--- src/hw/buck_setpoint_pkg.sv ---
// constants and types for the buck set-point range decoder
package buck_setpoint_pkg;
    localparam int SETPOINT_W = 6;
    localparam int CODE_W = 7;
    localparam int MV_W = 12;
    localparam logic [SETPOINT_W-1:0] SETPOINT_RESET = 6'h00;
    localparam logic RANGE_DEFAULT = 1'b0;
    localparam int RANGE_BIT_POS = 6;
    localparam logic [MV_W-1:0] LOW_BASE_MV = 12'h190;
    localparam logic [MV_W-1:0] LOW_STEP_MV = 12'h019;
    localparam logic [MV_W-1:0] HIGH_BASE_MV = 12'h320;
    localparam logic [MV_W-1:0] HIGH_STEP_MV = 12'h032;
    localparam logic [MV_W-1:0] HIGH_MAX_MV = 12'hce4;

    typedef enum logic [1:0] {
        MODE_NORMAL = 2'b00,
        MODE_STANDBY = 2'b01,
        MODE_SLEEP = 2'b10
    } op_mode_t;

    typedef struct packed {
        logic [CODE_W-1:0] normal_code;
        logic [CODE_W-1:0] standby_code;
        logic [CODE_W-1:0] sleep_code;
    } setpoint_view_t;

    typedef struct packed {
        logic [SETPOINT_W-1:0] normal_setpoint_field;
        logic [SETPOINT_W-1:0] standby_setpoint_field;
        logic [SETPOINT_W-1:0] sleep_setpoint_field;
        logic range_select_bit;
        logic range_captured;
        logic [CODE_W-1:0] active_code;
        logic [MV_W-1:0] target_mv;
        logic target_valid;
        setpoint_view_t view;
    } setpoint_state_t;
endpackage

--- src/hw/buck_setpoint_range_decode.sv ---
// set-point bank and range decode for one buck regulator
// Functional notes
// - range bit ignores run-time writes
// - range bit comes from default or OTP
// - low range: 0.400 V plus 25 mV steps
// - high range: 0.800 V plus 50 mV steps
// - three set-point fields, current mode applied
// - range bit copied into standby and sleep
// - code is range bit then step count
// - standby and sleep range bits read-only copies
`timescale 1ns/1ps
module buck_setpoint_range_decode
    import buck_setpoint_pkg::*;
(
    // clock and reset
    input wire logic clock_i,
    input wire logic reset_i,
    // configuration source
    input wire logic otp_programmed_i,
    input wire logic otp_range_select_i,
    // set-point writes
    input wire logic normal_write_i,
    input wire logic standby_write_i,
    input wire logic sleep_write_i,
    input wire logic [CODE_W-1:0] write_data_i,
    // operating mode
    input wire op_mode_t op_mode_i,
    // readback and decoded target
    output setpoint_view_t view_o,
    output logic [CODE_W-1:0] active_code_o,
    output logic [MV_W-1:0] target_mv_o,
    output logic target_valid_o
);
    setpoint_state_t state;
    setpoint_state_t next_state;
    logic [CODE_W-1:0] next_code;
    logic [MV_W-1:0] dec_mv;
    logic dec_valid;

    setpoint_code_decode u_decode (
        .code_i(next_code),
        .target_mv_o(dec_mv),
        .valid_o(dec_valid)
    );

    always_comb
    begin
        next_state = state;
        // range bit latched once after reset, never from writes
        if (!state.range_captured)
        begin
            next_state.range_select_bit = otp_programmed_i ? otp_range_select_i : RANGE_DEFAULT;
            next_state.range_captured = 1'b1;
        end
        // only bits 5:0 of a write are stored
        if (normal_write_i)
        begin
            next_state.normal_setpoint_field = write_data_i[SETPOINT_W-1:0];
        end
        if (standby_write_i)
        begin
            next_state.standby_setpoint_field = write_data_i[SETPOINT_W-1:0];
        end
        if (sleep_write_i)
        begin
            next_state.sleep_setpoint_field = write_data_i[SETPOINT_W-1:0];
        end
        next_state.view.normal_code = {next_state.range_select_bit, next_state.normal_setpoint_field};
        next_state.view.standby_code = {next_state.range_select_bit, next_state.standby_setpoint_field};
        next_state.view.sleep_code = {next_state.range_select_bit, next_state.sleep_setpoint_field};
        unique case (op_mode_i)
            MODE_NORMAL: next_code = next_state.view.normal_code;
            MODE_STANDBY: next_code = next_state.view.standby_code;
            MODE_SLEEP: next_code = next_state.view.sleep_code;
            default: next_code = next_state.view.normal_code;
        endcase
        next_state.active_code = next_code;
        next_state.target_mv = dec_mv;
        next_state.target_valid = dec_valid;
    end

    always_ff @(posedge clock_i)
    begin
        if (reset_i)
        begin
            state <= '0;
            state.normal_setpoint_field <= SETPOINT_RESET;
            state.standby_setpoint_field <= SETPOINT_RESET;
            state.sleep_setpoint_field <= SETPOINT_RESET;
            state.range_select_bit <= RANGE_DEFAULT;
        end
        else
        begin
            state <= next_state;
        end
    end

    assign view_o = state.view;
    assign active_code_o = state.active_code;
    assign target_mv_o = state.target_mv;
    assign target_valid_o = state.target_valid;
endmodule // buck_setpoint_range_decode

--- src/hw/setpoint_code_decode.sv ---
// combinational decode of a 7-bit set-point code into millivolts
`timescale 1ns/1ps
module setpoint_code_decode
    import buck_setpoint_pkg::*;
(
    // code in
    input wire logic [CODE_W-1:0] code_i,
    // decoded target
    output logic [MV_W-1:0] target_mv_o,
    output logic valid_o
);
    logic [MV_W-1:0] steps;
    logic [MV_W-1:0] raw;

    always_comb
    begin
        steps = {{(MV_W-SETPOINT_W){1'b0}}, code_i[SETPOINT_W-1:0]};
        if (code_i[RANGE_BIT_POS])
        begin
            raw = 12'(HIGH_BASE_MV + 12'(steps * HIGH_STEP_MV));
        end
        else
        begin
            raw = 12'(LOW_BASE_MV + 12'(steps * LOW_STEP_MV));
        end
        valid_o = !(code_i[RANGE_BIT_POS] && raw > HIGH_MAX_MV);
        target_mv_o = valid_o ? raw : '0;
    end
endmodule // setpoint_code_decode
--- config.mk ---
export PLATFORM = sky130hd
export DESIGN_NAME = buck_setpoint_range_decode
export DESIGN_NICKNAME = d
export VERILOG_FILES = /design/src/hw/buck_setpoint_pkg.sv /design/src/hw/buck_setpoint_range_decode.sv /design/src/hw/setpoint_code_decode.sv
export SDC_FILE = /design/constraint.sdc
export NUM_CORES = 1
export LEC_CHECK = 0
export BUFFER_PORTS_ARGS = -buffer_cell sky130_fd_sc_hd__buf_2
export CELL_PAD_IN_SITES_DETAIL_PLACEMENT = 2
export CELL_PAD_IN_SITES_GLOBAL_PLACEMENT = 2
export CORE_MARGIN = 4
export CORE_UTILIZATION = 37
export DETAILED_ROUTE_END_ITERATION = 7
export GPL_ROUTABILITY_DRIVEN = 1
export PLACE_DENSITY_LB_ADDON = 0.1
export SYNTH_ARGS = -nofsm -noshare
export SYNTH_HDL_FRONTEND = slang
export SYNTH_SLANG_ARGS = --single-unit
--- constraint.sdc ---
create_clock -name clock_i -period 15.7 [get_ports clock_i]
set_clock_uncertainty 0.1 [all_clocks]
set_input_delay 2.355 -clock clock_i [delete_from_list [all_inputs] [get_ports clock_i]]
set_output_delay 2.355 -clock clock_i [all_outputs]
set_load 0.05 [all_outputs]
Word-level counts from Yosys, hierarchy flattened:

Cells that the tools add are included.

* $add $sub $neg: 2
* $mul: 2
* reduce and logical (&&, ||, !) cells: 3
* $lt $le $gt $ge: 1
* mux-type cells: 7
* equal/unequal tests: 2

Operators by type and width (count)
* $mul 6x5->11 const B: 2
* $mux 6: 3
* $add 10x12->12 const A: 1
* $add 9x11->12 const A: 1
* $gt 12x12->1 const B: 1
* $mux 12: 1
* $pmux 6 s2: 1
* $eq 2x1->1 const B: 1
* $eq 2x2->1 const B: 1
* $mux 2: 1
* $reduce_or 2->1: 1
* $logic_and 1x1->1: 1
* $logic_not 1->1: 1
* $mux 1: 1

* register bits after elaboration: 61
* output and inout bits: 41

Depth between registers and ports, before layout:

Gate-level depths: netlist of the first run.

* word-level depth: 8
* depth in mapped cells: 18
* mapped depth without buffers: 17

By module:

From an unflattened synthesis of the first run, not the netlist that was laid out.

* cells, all modules: 349
* area, all modules: 3221.8 um^2

Modules (own cells, without submodules)
* buck_setpoint_range_decode: seq. area each 780.7 um^2, instances 1, cells each 183, area an instance 1829.3 um^2
* setpoint_code_decode: seq. area each 0.0 um^2, instances 1, cells each 166, area an instance 1392.6 um^2

Worst setup path before layout of the first run:

Ideal clock, no wire load.

* kind: input to register
* start point: in op_mode_i[0]
* end point: reg state (netlist bit target_mv_o[10])
* path slack: 8.677 ns
* cell stages on the path: 16
* path buffers: 2
* data arrival time: 6.784 ns
* required time: 15.461 ns
* cell sequence: inv_1 ha_1 clkbuf_1 a222oi_1 inv_1 ha_1 ha_1 ha_1 fa_1 a211o_1 and3_1 o311ai_2 xor2_1 o41ai_1 buf_2 a211oi_2

* cells in the longest elaborated chain, start to end: 8
* elaborated cells between the ends (all ways): 11

Ends and longest elaborated chain
* start, declared: line buck_setpoint_range_decode.sv:27 `input wire op_mode_t op_mode_i,`
* $eq 2x2->1 / $eq 2x1->1 (equally long branches): line buck_setpoint_range_decode.sv:71 `unique case (op_mode_i)`
* $pmux 6 s2 (*): line buck_setpoint_range_decode.sv:71
* net next_code[2]: line buck_setpoint_range_decode.sv:36 `logic [CODE_W-1:0] next_code;`
* $mul 6x5->11: line setpoint_code_decode.sv:20, setpoint_code_decode.sv:24
* $add 10x12->12 / $add 9x11->12 (equally long branches): line setpoint_code_decode.sv:20, setpoint_code_decode.sv:24
* $mux 12 (*): line setpoint_code_decode.sv:18 `if (code_i[RANGE_BIT_POS])`
* $gt 12x12->1: line setpoint_code_decode.sv:26 `valid_o = !(code_i[RANGE_BIT_POS] && raw > HIGH_MAX_MV);`
* $logic_and 1x1->1: line setpoint_code_decode.sv:26
* $reduce_or 2->1 (no source line)
* end signal, assigned: line buck_setpoint_range_decode.sv:94 `state <= next_state;`
* end, declared: line buck_setpoint_range_decode.sv:34 `setpoint_state_t state;`

Mark *: on every way through the listed nets, which the timed path passes. The rest lies on a longest branch.
A chain may end at the register's enable or synchronous reset.

Worst setup path after layout of the first run:

* start point: in op_mode_i[0]
* end point: reg state (netlist bit target_mv_o[4])

The elaborated chain is that of the path after synthesis.

==> results of run 1 <==
-- tightest hold or removal path: stages, from the launching register on --
cell     delay, ps
dfxtp_1        330
mux2i_1         90
nor2_1          90
-- through the flow --
stage                     worst slack [ps]  instance area, µm²  std cells  power, mW  hold WS, ps
after floorplan                       8677                3047        325     0.3111        373.3
after global placement                8080                3132        435     0.3481        421.9
after detailed placement              8041                3132        435     0.3560        429.9
after CTS                             8347                3253        443     0.4495        456.6
after global routing                  8015                3253        443     0.4810        474.7
final                                 8364                3253        443     0.4435        444.0
-- worst max path at each step --
stage,slack [ps],end,start,cells past startpoint
after global placement,8080,target_mv_o[4],op_mode_i[0],17
final,8360,target_mv_o[4],op_mode_i[0],17
after CTS,8350,target_mv_o[4],op_mode_i[0],17
after global routing,8010,target_mv_o[4],op_mode_i[0],17
after detailed placement,8040,target_mv_o[1],op_mode_i[0],17
after floorplan,8680,target_mv_o[10],op_mode_i[0],16
-- registers in the layout (all words and copies together) (netlist names) --
register,flops
target_valid_o,1
state,17
view_o,3
active_code_o,6
target_mv_o,12
-- where the power goes --
| group | internal [mW] | switching, mW | total, mW |
|---|---|---|---|
| Clock | 0.0523 | 0.0388 | 0.0911 |
| Sequential | 0.111 | 0.00323 | 0.114 |
| Combinational | 0.0811 | 0.157 | 0.239 |
-- cell families after synthesis --
group / after synthesis
flip-flops: 39
multiplexers: 20
AND/OR/NAND/NOR: 74
buffers and inverters: 74
XOR/XNOR: 8
adder cells (fa/ha/maj): 47
AO/OA/AOI/OAI: 63
-- placed cells by master (no fill, tap or decap), types with 4 or more instances in the layout --
cell	n
a211oi_2	5
a21oi_1	13
and2_1	16
buf_2	55
clkbuf_8	6
dfxtp_1	39
fa_1	4
ha_1	43
inv_1	23
mux2_2	12
mux2i_1	5
nand2_1	11
nor2_1	17
nor2b_1	4
nor3_1	6
o21a_1	4
o21ai_0	7
xnor2_1	4
xor2_1	4
-- layout make-up --
class,count,area (µm²),share of cell area [%]
clock inverter,2,38.79,1.192
multi-input combinational,212,1836,56.42
clock buffer,6,82.58,2.538
tap,102,127.6,3.923
inverter,24,90.09,2.769
timing repair buffer,58,297.8,9.154
sequential,39,780.7,24.00
-- per-layer routing --
| metal | up-vias | routed length, µm |
|---|---|---|
| li1 | 1138 | - |
| met1 | 1150 | 3779 |
| met2 | 41 | 3766 |
| met3 | 10 | 303 |
| met4 | 0 | 101 |
| met5 | - | 0 |
==> impl_results.md, run 1 <==
- Outcome: finished clean
- Area Overhead vs Synth: 6.776%
- CP peak stage delay: roughly 750 ps
- Mapped Cells: 325
- Grt met3 use: 3.043%
- Compound-cell area share of the yosys netlist: 16.88%
- Critical path peak fanout: 12
- Total GRT Usage: 17.23%
- Synth top area cells: dfxtp_1, ha_1, buf_4
- Pwr dens: 136.3 nW/µm²
- GRT busiest layer: met2
- Final Slew Violations: 0
- EDFF count, synth: 0
- Routed vias/inst: between 5 and 6
- Ant diodes: 0
- Antenna violations before repair: 0
- Top-area cell type share of the netlist area: approximately 26%
- DRT Pass-1 Iters: 4
- Routing usage on met1: 22.91%
- ANT nets after route: 0
- Leakage power: 1.649 nW
- Die Span Y: 98.74 µm
- Adder-cell share of the synthesized area: 20.29%
- Layout Nets: 403
- Worst Hold Launch: view_o[12]
- Cell row count: 32
- Initial Utilization: 38.82%
- Cell Area, Synth: 3047 µm²
- Post-CTS sizing: 0
- Total CTS buffers: 5
- Worst r2r src: state[57]
- Hpwl dp: 6597 µm
- Post-CTS setup buffer count: 0
- Startpoint Class: input pin
- I/O Pins: 57
- Slowest cell on crit path: a222oi_1
- Top cell by count, worst path: ha_1
- Worst EP arrival: around 7500 ps
- Unrepaired setup endpoints after global routing: false
- Synth Area in XOR/XNOR: 2.300%
- Detailed Route Iter0 Violations: 59
- Hold path cells: 2
- Final setup TNS: 0 ps
- Share of cells above drive strength 1: around 28%
- Core box area: approximately 7800 µm²
- Largest net degree at the start of global routing: 24
- Commonest cells post-synth: ha_1, buf_4, dfxtp_1, inv_1, nor2_1
- Post-Route WL: 7950 µm
- Largest family of logic cells by synthesized area: adder cells
- Hold crit path type: reg -> reg
- Worst-margin pin slew: 834.7 ps
- CTS tree: done
- GRT overflow: 0
- Sequential-to-total area share from yosys stat: roughly a quarter
- Hold buffer count at cts: 0
- Die ar.: 9750 µm²
- Library cells used by synthesis: 56
- Largest area contributor in the netlist: dfxtp_1
- GR Util met2: between 20 and 30%
- Synth warn: 0
- WHS Endpoint: view_o[12]
- Util after Layout: 41.45%
- Max Cap Violations: 0
- Reg2reg end: target_mv_o[4]
- Slew margin rel.: 44.36%
- # fillers: 887
- Worst-case clock buffer depth: 2
- RePlAce Congestion: 0.7715
- Tmin final: 7336 ps
- Top-count cell post-synth: ha_1
- Vias in the first global route: around 2500
- Residual DRC: 0
- Via count: ~2300
- Reg2Reg Depth: 14
- Post-synthesis simple-gate area fraction: 13.22%
- Worst-Skew Late Latency: 300 ps
- Max rail drop VDD: a little under 0.06 mV
- Crit path required time: 15810 ps
- H-tree depth: 2
- Final setup fails: 0
- Syn_area_per_cell: 9.374 µm²
- Clock sinks: 39
- Async SR Flop Fraction: 0%
- Final period util: 46.73%
- Worst Path Buf+Inv: 4
- Mux cell area share after synthesis: between 7 and 8%
- Final Hold Viols: 0
- Critical path class: in -> reg
- Clock transition at path regs: 90 ps
- Worst-path cell chain: buf_2 -> inv_1 -> ha_1 -> nor2b_1 -> a222oi_1 -> inv_1 -> ha_1 -> ha_1 -> ha_1 -> fa_1 -> a211o_1 -> and3_1 -> o311ai_2 -> xor2_1 -> o41ai_2 -> buf_4 -> a221oi_2
- Die X: 98.74 µm
- Max Fclk: 0.1363 GHz
- Reg2reg setup slack: approximately 11000 ps
- I/O Buffers: 55
- Register bit count reported by yosys: 39
- Root buf cell: clkbuf_8
- Most used DFF post-synth: dfxtp_1
- First-pass GRT wire length: 13580 µm
- Worst setup EP type: flop
- Synthesized net count: 388
- CP top delay family: adder cells
- WL per Instance: 17.95 µm
Note: power is estimated with default switching activity, not from simulation.
==> run 2, diff against run 1 <==
--- a/config.mk
+++ b/config.mk
@@ -9,7 +9,7 @@
 export CELL_PAD_IN_SITES_DETAIL_PLACEMENT = 2
 export CELL_PAD_IN_SITES_GLOBAL_PLACEMENT = 2
 export CORE_MARGIN = 4
-export CORE_UTILIZATION = 37
+export CORE_UTILIZATION = 34
 export DETAILED_ROUTE_END_ITERATION = 7
 export GPL_ROUTABILITY_DRIVEN = 1
 export PLACE_DENSITY_LB_ADDON = 0.1
==> constraint.sdc (replaced) <==
create_clock -name clock_i -period 7.2 [get_ports clock_i]
set_clock_uncertainty 0.1 [all_clocks]
set_input_delay 1.08 -clock clock_i [delete_from_list [all_inputs] [get_ports clock_i]]
set_output_delay 1.08 -clock clock_i [all_outputs]
set_load 0.05 [all_outputs]
==> run 2 against run 1 <==
Largest power group unchanged; critical endpoint unchanged; clock power increased by 110%; largest cell class unchanged; highest routed layer unchanged; critical path depth increased by 1; sequential share of layout area decreased by 0.083 points; global-route usage decreased by 2.4 points; final area increased by 0.35%.
==> impl_results.md, run 2 (same netlist as run 1, synthesis figures left out) <==
- Outcome: finished clean
- Worst-path cell chain: buf_2 -> inv_1 -> ha_1 -> nor2b_1 -> a222oi_1 -> buf_4 -> inv_1 -> ha_1 -> ha_1 -> ha_1 -> fa_1 -> a211o_1 -> and3_1 -> o311ai_2 -> xor2_1 -> o41ai_2 -> buf_4 -> a221oi_2
- Final period util: 78.39%
- Startpoint Class: input pin
- Worst Hold Launch: view_o[12]
- Crit path required time: 7310 ps
- Initial Utilization: a little over a third
- Final non-filler cell total: 450
- Hold path cells: 2
- Die X: 102.7 µm
- Area Overhead vs Synth: 7.146%
- Post-CTS setup buffer count: 0
- WHS Endpoint: view_o[12]
- Worst r2r src: state[50]
- Largest Register: state
- I/O Buffers: 55
- Post-CTS sizing: 0
- Root buf cell: clkbuf_8
- ANT nets after route: 0
- Worst EP arrival: 5750 ps
- Max Fclk: between 0.15 and 0.2 GHz
- CTS tree: done
- Detailed Route Iter0 Violations: 42
- Worst Setup SP: op_mode_i[0]
- Post-Route WL: around 7500 µm
- H-tree depth: 2
- Pwr dens: 289.1 nW/µm²
- Most frequent cells in the layout: buf_2, ha_1, dfxtp_1, inv_1, nor2_1
- WHS: between 400 and 500 ps
- Reg2Reg Depth: 15
- Tmin final: 5644 ps
- Max rail drop VDD: 0.09250 mV
- Largest register FFs: 17
- Worst-Skew Late Latency: around 290 ps
- Worst setup EP type: flop
- RePlAce Congestion: between 0.7 and 0.8
- Slew margin rel.: 52.77%
- Die ar.: 10540 µm²
- Clock sinks: 39
- Util after Layout: 37.43%
- Top cell by count, worst path: ha_1
- Hold crit path type: reg -> reg
- Unrepaired setup endpoints after global routing: false
- Total power: 0.9438 mW
- Leakage power: about 1.7 nW
- Via count: 2342
- Critical path class: in -> reg
- Slowest cell on crit path: ha_1
- Reg2reg end: target_mv_o[4]
- DRT Pass-1 Iters: 5
- I/O Pins: 57
- Routed vias/inst: 5.204
- Worst-margin pin slew: slightly above 700 ps
- Total GRT Usage: 14.87%
- CP peak stage delay: 530 ps
- Ant diodes: 0
- GRT overflow: 0
- CP top delay family: adder cells
- Commonest non-fill, non-tap cell in the layout: buf_2
- Cell row count: 34
- Antenna violations before repair: 0
- Core box area: slightly below 9000 µm²
- Reg2reg setup slack: around 2500 ps
- First-pass GRT wire length: 12220 µm
- Die Span Y: 102.7 µm
- Hold buffer count at cts: 0
- Share of cells above drive strength 1: 27.78%
- Critical path peak fanout: 12
- Total CTS buffers: 5
- Vias in the first global route: 2450
- Hpwl dp: 6199 µm
- WL per Instance: 16.67 µm
- Worst-case clock buffer depth: 2
- Dpl cells: ~440
- Final Hold Viols: 0
- Residual DRC: 0
- Final setup fails: 0
- Worst Path Buf+Inv: 5
- Layout Nets: 404
- Clock transition at path regs: 80 ps
- Largest net degree at the start of global routing: 24
- Final Slew Violations: 0
- Max Cap Violations: 0
- Final setup TNS: 0 ps
-- run 2: cell types whose count changed in the layout (fill, tap and decap cells not counted), sizes merged --
cell	delta
inv	-1
clkinv	+1
buf	+1
-- run 2: worst min-delay path: stages (launching register included) --
cell and delay [ps]:
dfxtp_1 330, mux2i_1 80, nor2_1 80
-- run 2: where the power goes --
part | total [mW] | switching (mW) | internal, mW
combinational | 0.505 | 0.330 | 0.175
sequential | 0.248 | 0.00688 | 0.241
clock | 0.191 | 0.0789 | 0.112
total | 0.944 | 0.416 | 0.528
-- run 2: cell type report --
| type | count | area, µm² |
|---|---|---|
| Timing Repair Buffer | 59 | 305.3 |
| Fill cell | 981 | 5456 |
| Inverter | 24 | 90.09 |
| Sequential cell | 39 | 780.7 |
| Clock buffer | 6 | 82.58 |
| Tap cell | 108 | 135.1 |
| Multi-Input combinational cell | 212 | 1836 |
| Clock inverter | 2 | 35.03 |
-- run 2: routing by layer --
layer	part of all wire [%]	wire length (µm)	vias up	GRT usage, %
met2	49	3682	39	27.11
met3	3.8	282	7	2.436
met1	46	3456	1154	18.25
met5	0	0	-	0
li1	-	-	1142	-
met4	1.1	81	0	3.330
-- run 2: metrics by stage --
| stage | setup WS (ps) | instance area, µm² |
|---|---|---|
| after floorplan | 1452 | 3047 |
| after global placement | 1320 | 3147 |
| after detailed placement | 1230 | 3147 |
| after CTS | 1532 | 3264 |
| after global routing | 1250 | 3264 |
| final | 1556 | 3264 |
-- run 2: worst max path at each step --
stage	end	slack, ps	depth (start not counted)
after floorplan	target_mv_o[10]	1450	16
after global placement	target_mv_o[1]	1320	18
after detailed placement	target_mv_o[4]	1230	18
after CTS	target_mv_o[4]	1530	18
after global routing	target_mv_o[1]	1250	17
final	target_mv_o[4]	1560	18
==> run 3, diff against run 2 <==
--- a/config.mk
+++ b/config.mk
@@ -5,11 +5,12 @@
 export SDC_FILE = /design/constraint.sdc
 export NUM_CORES = 1
 export LEC_CHECK = 0
+export ABC_AREA = 1
 export BUFFER_PORTS_ARGS = -buffer_cell sky130_fd_sc_hd__buf_2
 export CELL_PAD_IN_SITES_DETAIL_PLACEMENT = 2
 export CELL_PAD_IN_SITES_GLOBAL_PLACEMENT = 2
 export CORE_MARGIN = 4
-export CORE_UTILIZATION = 34
+export CORE_UTILIZATION = 31
 export DETAILED_ROUTE_END_ITERATION = 7
 export GPL_ROUTABILITY_DRIVEN = 1
 export PLACE_DENSITY_LB_ADDON = 0.1
==> constraint.sdc (replaced) <==
create_clock -name clock_i -period 5.6 [get_ports clock_i]
set_clock_uncertainty 0.1 [all_clocks]
set_input_delay 0.84 -clock clock_i [delete_from_list [all_inputs] [get_ports clock_i]]
set_output_delay 0.84 -clock clock_i [all_outputs]
set_load 0.05 [all_outputs]
==> run 3 against run 2 <==
Sequential power up 32%; final area down 2.5%; first-iteration DRC count up 52%; worst setup slack worse by 750 ps; final cell count up 23%; largest cell class unchanged; register-to-register slack worse by 900 ps; critical endpoint is now target_mv_o[5]; wire length up 2.7%; synthesized cell count up 26%.
==> impl_results.md, run 3 <==
- Commonest non-fill, non-tap cell in the layout: nand2_1
- Commonest cells post-synth: nand2_1, inv_1, ha_1, buf_4, dfxtp_1
- Residual DRC: 0
- Hold path cells: 2
- Grt met3 use: 2.611%
- Final setup margin: 802.6 ps
- Clock transition at path regs: 90 ps
- Top-area cell type share of the netlist area: 26.24%
- Initial Utilization: 32.05%
- Hpwl dp: 6453 µm
- Routed vias/inst: 4.537
- Critical path class: in -> reg
- Max Fclk: 0.2084 GHz
- Layout Nets: 486
- WL per Instance: 13.94 µm
- Leakage power: 1.804 nW
- ANT nets after route: 0
- Unrepaired setup endpoints after global routing: false
- Crit path depth: 22
- CP top delay family: adder cells
- Die X: between 100 and 150 µm
- Reg2reg end: target_mv_o[5]
- Pwr dens: approximately 450 nW/µm²
- Worst Path Buf+Inv: 5
- Worst EP arrival: 4920 ps
- Total GRT Usage: 14.96%
- Worst-Skew Late Latency: 290 ps
- DP Worst Slack: approximately 430 ps
- Die Span Y: ~110 µm
- Share of cells above drive strength 1: 21.46%
- Tmin final: roughly 4800 ps
- CTS tree: done
- Most frequent cells in the layout: nand2_1, buf_2, inv_1, ha_1, dfxtp_1
- I/O Pins: 57
- Final period util: a little under nine tenths
- First-pass GRT wire length: 13620 µm
- Die ar.: ~11000 µm²
- Worst setup EP type: flop
- Worst-margin pin slew: 522.1 ps
- Register bit count reported by yosys: 39
- Post-CTS sizing: 0
- H-tree depth: 2
- Final Hold Viols: 0
- Max rail drop VDD: roughly 0.12 mV
- Ant diodes: 0
- Util after Layout: 34.29%
- Mapped Cells: approximately 410
- Synth top area cells: dfxtp_1, ha_1, nand2_1
- Final Slew Violations: 0
- Antenna violations before repair: 0
- Total CTS buffers: 5
- GRT overflow: 0
- Final setup TNS: 0 ps
- Async SR Flop Fraction: 0%
- CP peak stage delay: around 400 ps
- Clock sinks: 39
- Critical path peak fanout: 12
- Final setup fails: 0
- Via count: 2509
- Post-Route WL: slightly below 8000 µm
- Root buf cell: clkbuf_8
- I/O Buffers: 55
- Reg2reg setup slack: 1580 ps
- Syn_area_per_cell: between 7 and 8 µm²
- Library cells used by synthesis: 30
- Hold buffer count at cts: 0
- Slowest cell on crit path: ha_1
- Detailed Route Iter0 Violations: 64
- WHS Endpoint: state[43]
- Max Cap Violations: 0
- Most used DFF post-synth: dfxtp_1
- Reg2Reg Depth: 19
- GR Util met2: approximately a quarter
- Sequential-to-total area share from yosys stat: between 20% and 30%
- Core box area: just over 9000 µm²
- Outcome: finished clean
- Hold crit path type: reg -> reg
- Largest net degree at the start of global routing: 28
- Largest register FFs: 17
- Startpoint Class: input pin
- Area Overhead vs Synth: 6.981%
- Worst-path cell chain: buf_2 -> inv_1 -> ha_1 -> inv_1 -> o221ai_1 -> nand2_1 -> inv_1 -> ha_1 -> inv_1 -> ha_1 -> ha_1 -> ha_1 -> a21oi_1 -> nand2_1 -> or2_2 -> nand3_1 -> nand2_1 -> a21oi_1 -> nand2_1 -> nand2_1 -> nand2_2 -> nor2_2
- Cell Area, Synth: 2975 µm²
- Cell row count: 35
- GRT busiest layer: met2
- RePlAce Congestion: between 0.7 and 0.8
- DRT Pass-1 Iters: 4
- Slew margin rel.: roughly two thirds
- Routing usage on met1: 20.08%
- Vias in the first global route: 2759
- Worst r2r src: state[47]
- Largest area contributor in the netlist: dfxtp_1
- Worst Hold Launch: state[43]
- Synthesized net count: ~470
- Post-CTS setup buffer count: 0
- Crit path required time: around 5700 ps
- Largest Register: state
- Synth warn: 0
- Worst-case clock buffer depth: 2
- Top-count cell post-synth: nand2_1
- EDFF count, synth: 0
## run 3: kinds of logic (layout without fill, tap and decap cells)
| group | after synthesis | after routing | share of synthesized area (%) |
|---|---|---|---|
| xor+xnor | 2 | 2 | 0.5888 |
| flops | 39 | 39 | 26.24 |
| simple gates | 181 | 181 | 26.96 |
| compound gates | 34 | 34 | 6.350 |
| fa+ha+maj | 47 | 47 | 20.77 |
| buf+inv | 106 | 121 | 19.09 |
## run 3: worst reg2reg max path, stage by stage, from the launching register on
cell	delay, ps
dfxtp_1	320
o21ai_0	230
o221ai_1	160
nand2_1	200
inv_1	190
ha_1	350
inv_1	50
ha_1	290
ha_1	320
ha_1	360
a21oi_1	190
nand2_1	110
or2_2	280
nand3_1	80
nand2_1	90
a21oi_1	150
nand2_1	70
nand2_1	70
nand2_2	190
nor2_2	140
## run 3: power by group
group / leakage, nW / internal [mW] / switching, mW
Clock: 0.0618 / 0.147 / 0.110
Sequential: 0.324 / 0.317 / 0.0106
Combinational: 1.42 / 0.267 / 0.566
Total: 1.80 / 0.731 / 0.687
## run 3: worst max path at each step
stage                 startpoint               to  slack (ps)
floorplan           op_mode_i[0]   target_mv_o[5]        1090
global placement    op_mode_i[0]   target_mv_o[1]         500
detailed placement  op_mode_i[0]   target_mv_o[1]         430
CTS                 op_mode_i[0]   target_mv_o[1]         740
global route        op_mode_i[0]  target_mv_o[11]         360
finish              op_mode_i[0]   target_mv_o[5]         800
## run 3: per-stage QoR
step	area (µm²)	power [mW]	std cells	hold WS [ps]
floorplan	2975	1.034	409	357.0
global placement	3062	1.152	545	367.0
detailed placement	3062	1.175	545	372.7
CTS	3183	1.449	553	386.5
global route	3183	1.573	553	401.5
finish	3183	1.418	553	384.3
## run 3: layout make-up
cell class / instances / area [µm²]
multi-input cells: 264 / 1627
well taps: 129 / 161.4
clock inverters: 2 / 38.79
inverters: 58 / 217.7
clock buffers: 6 / 82.58
flip-flops and latches: 39 / 780.7
fillers: 1149 / 6101
repair buffers: 55 / 275.3
## run 3: routing by layer
| metal | routed length (µm) | vias up |
|---|---|---|
| met1 | 3964 | 1189 |
| met2 | 3490 | 36 |
| met3 | 198 | 5 |
| li1 | - | 1279 |
| met4 | 56 | 0 |
| met5 | 0 | - |
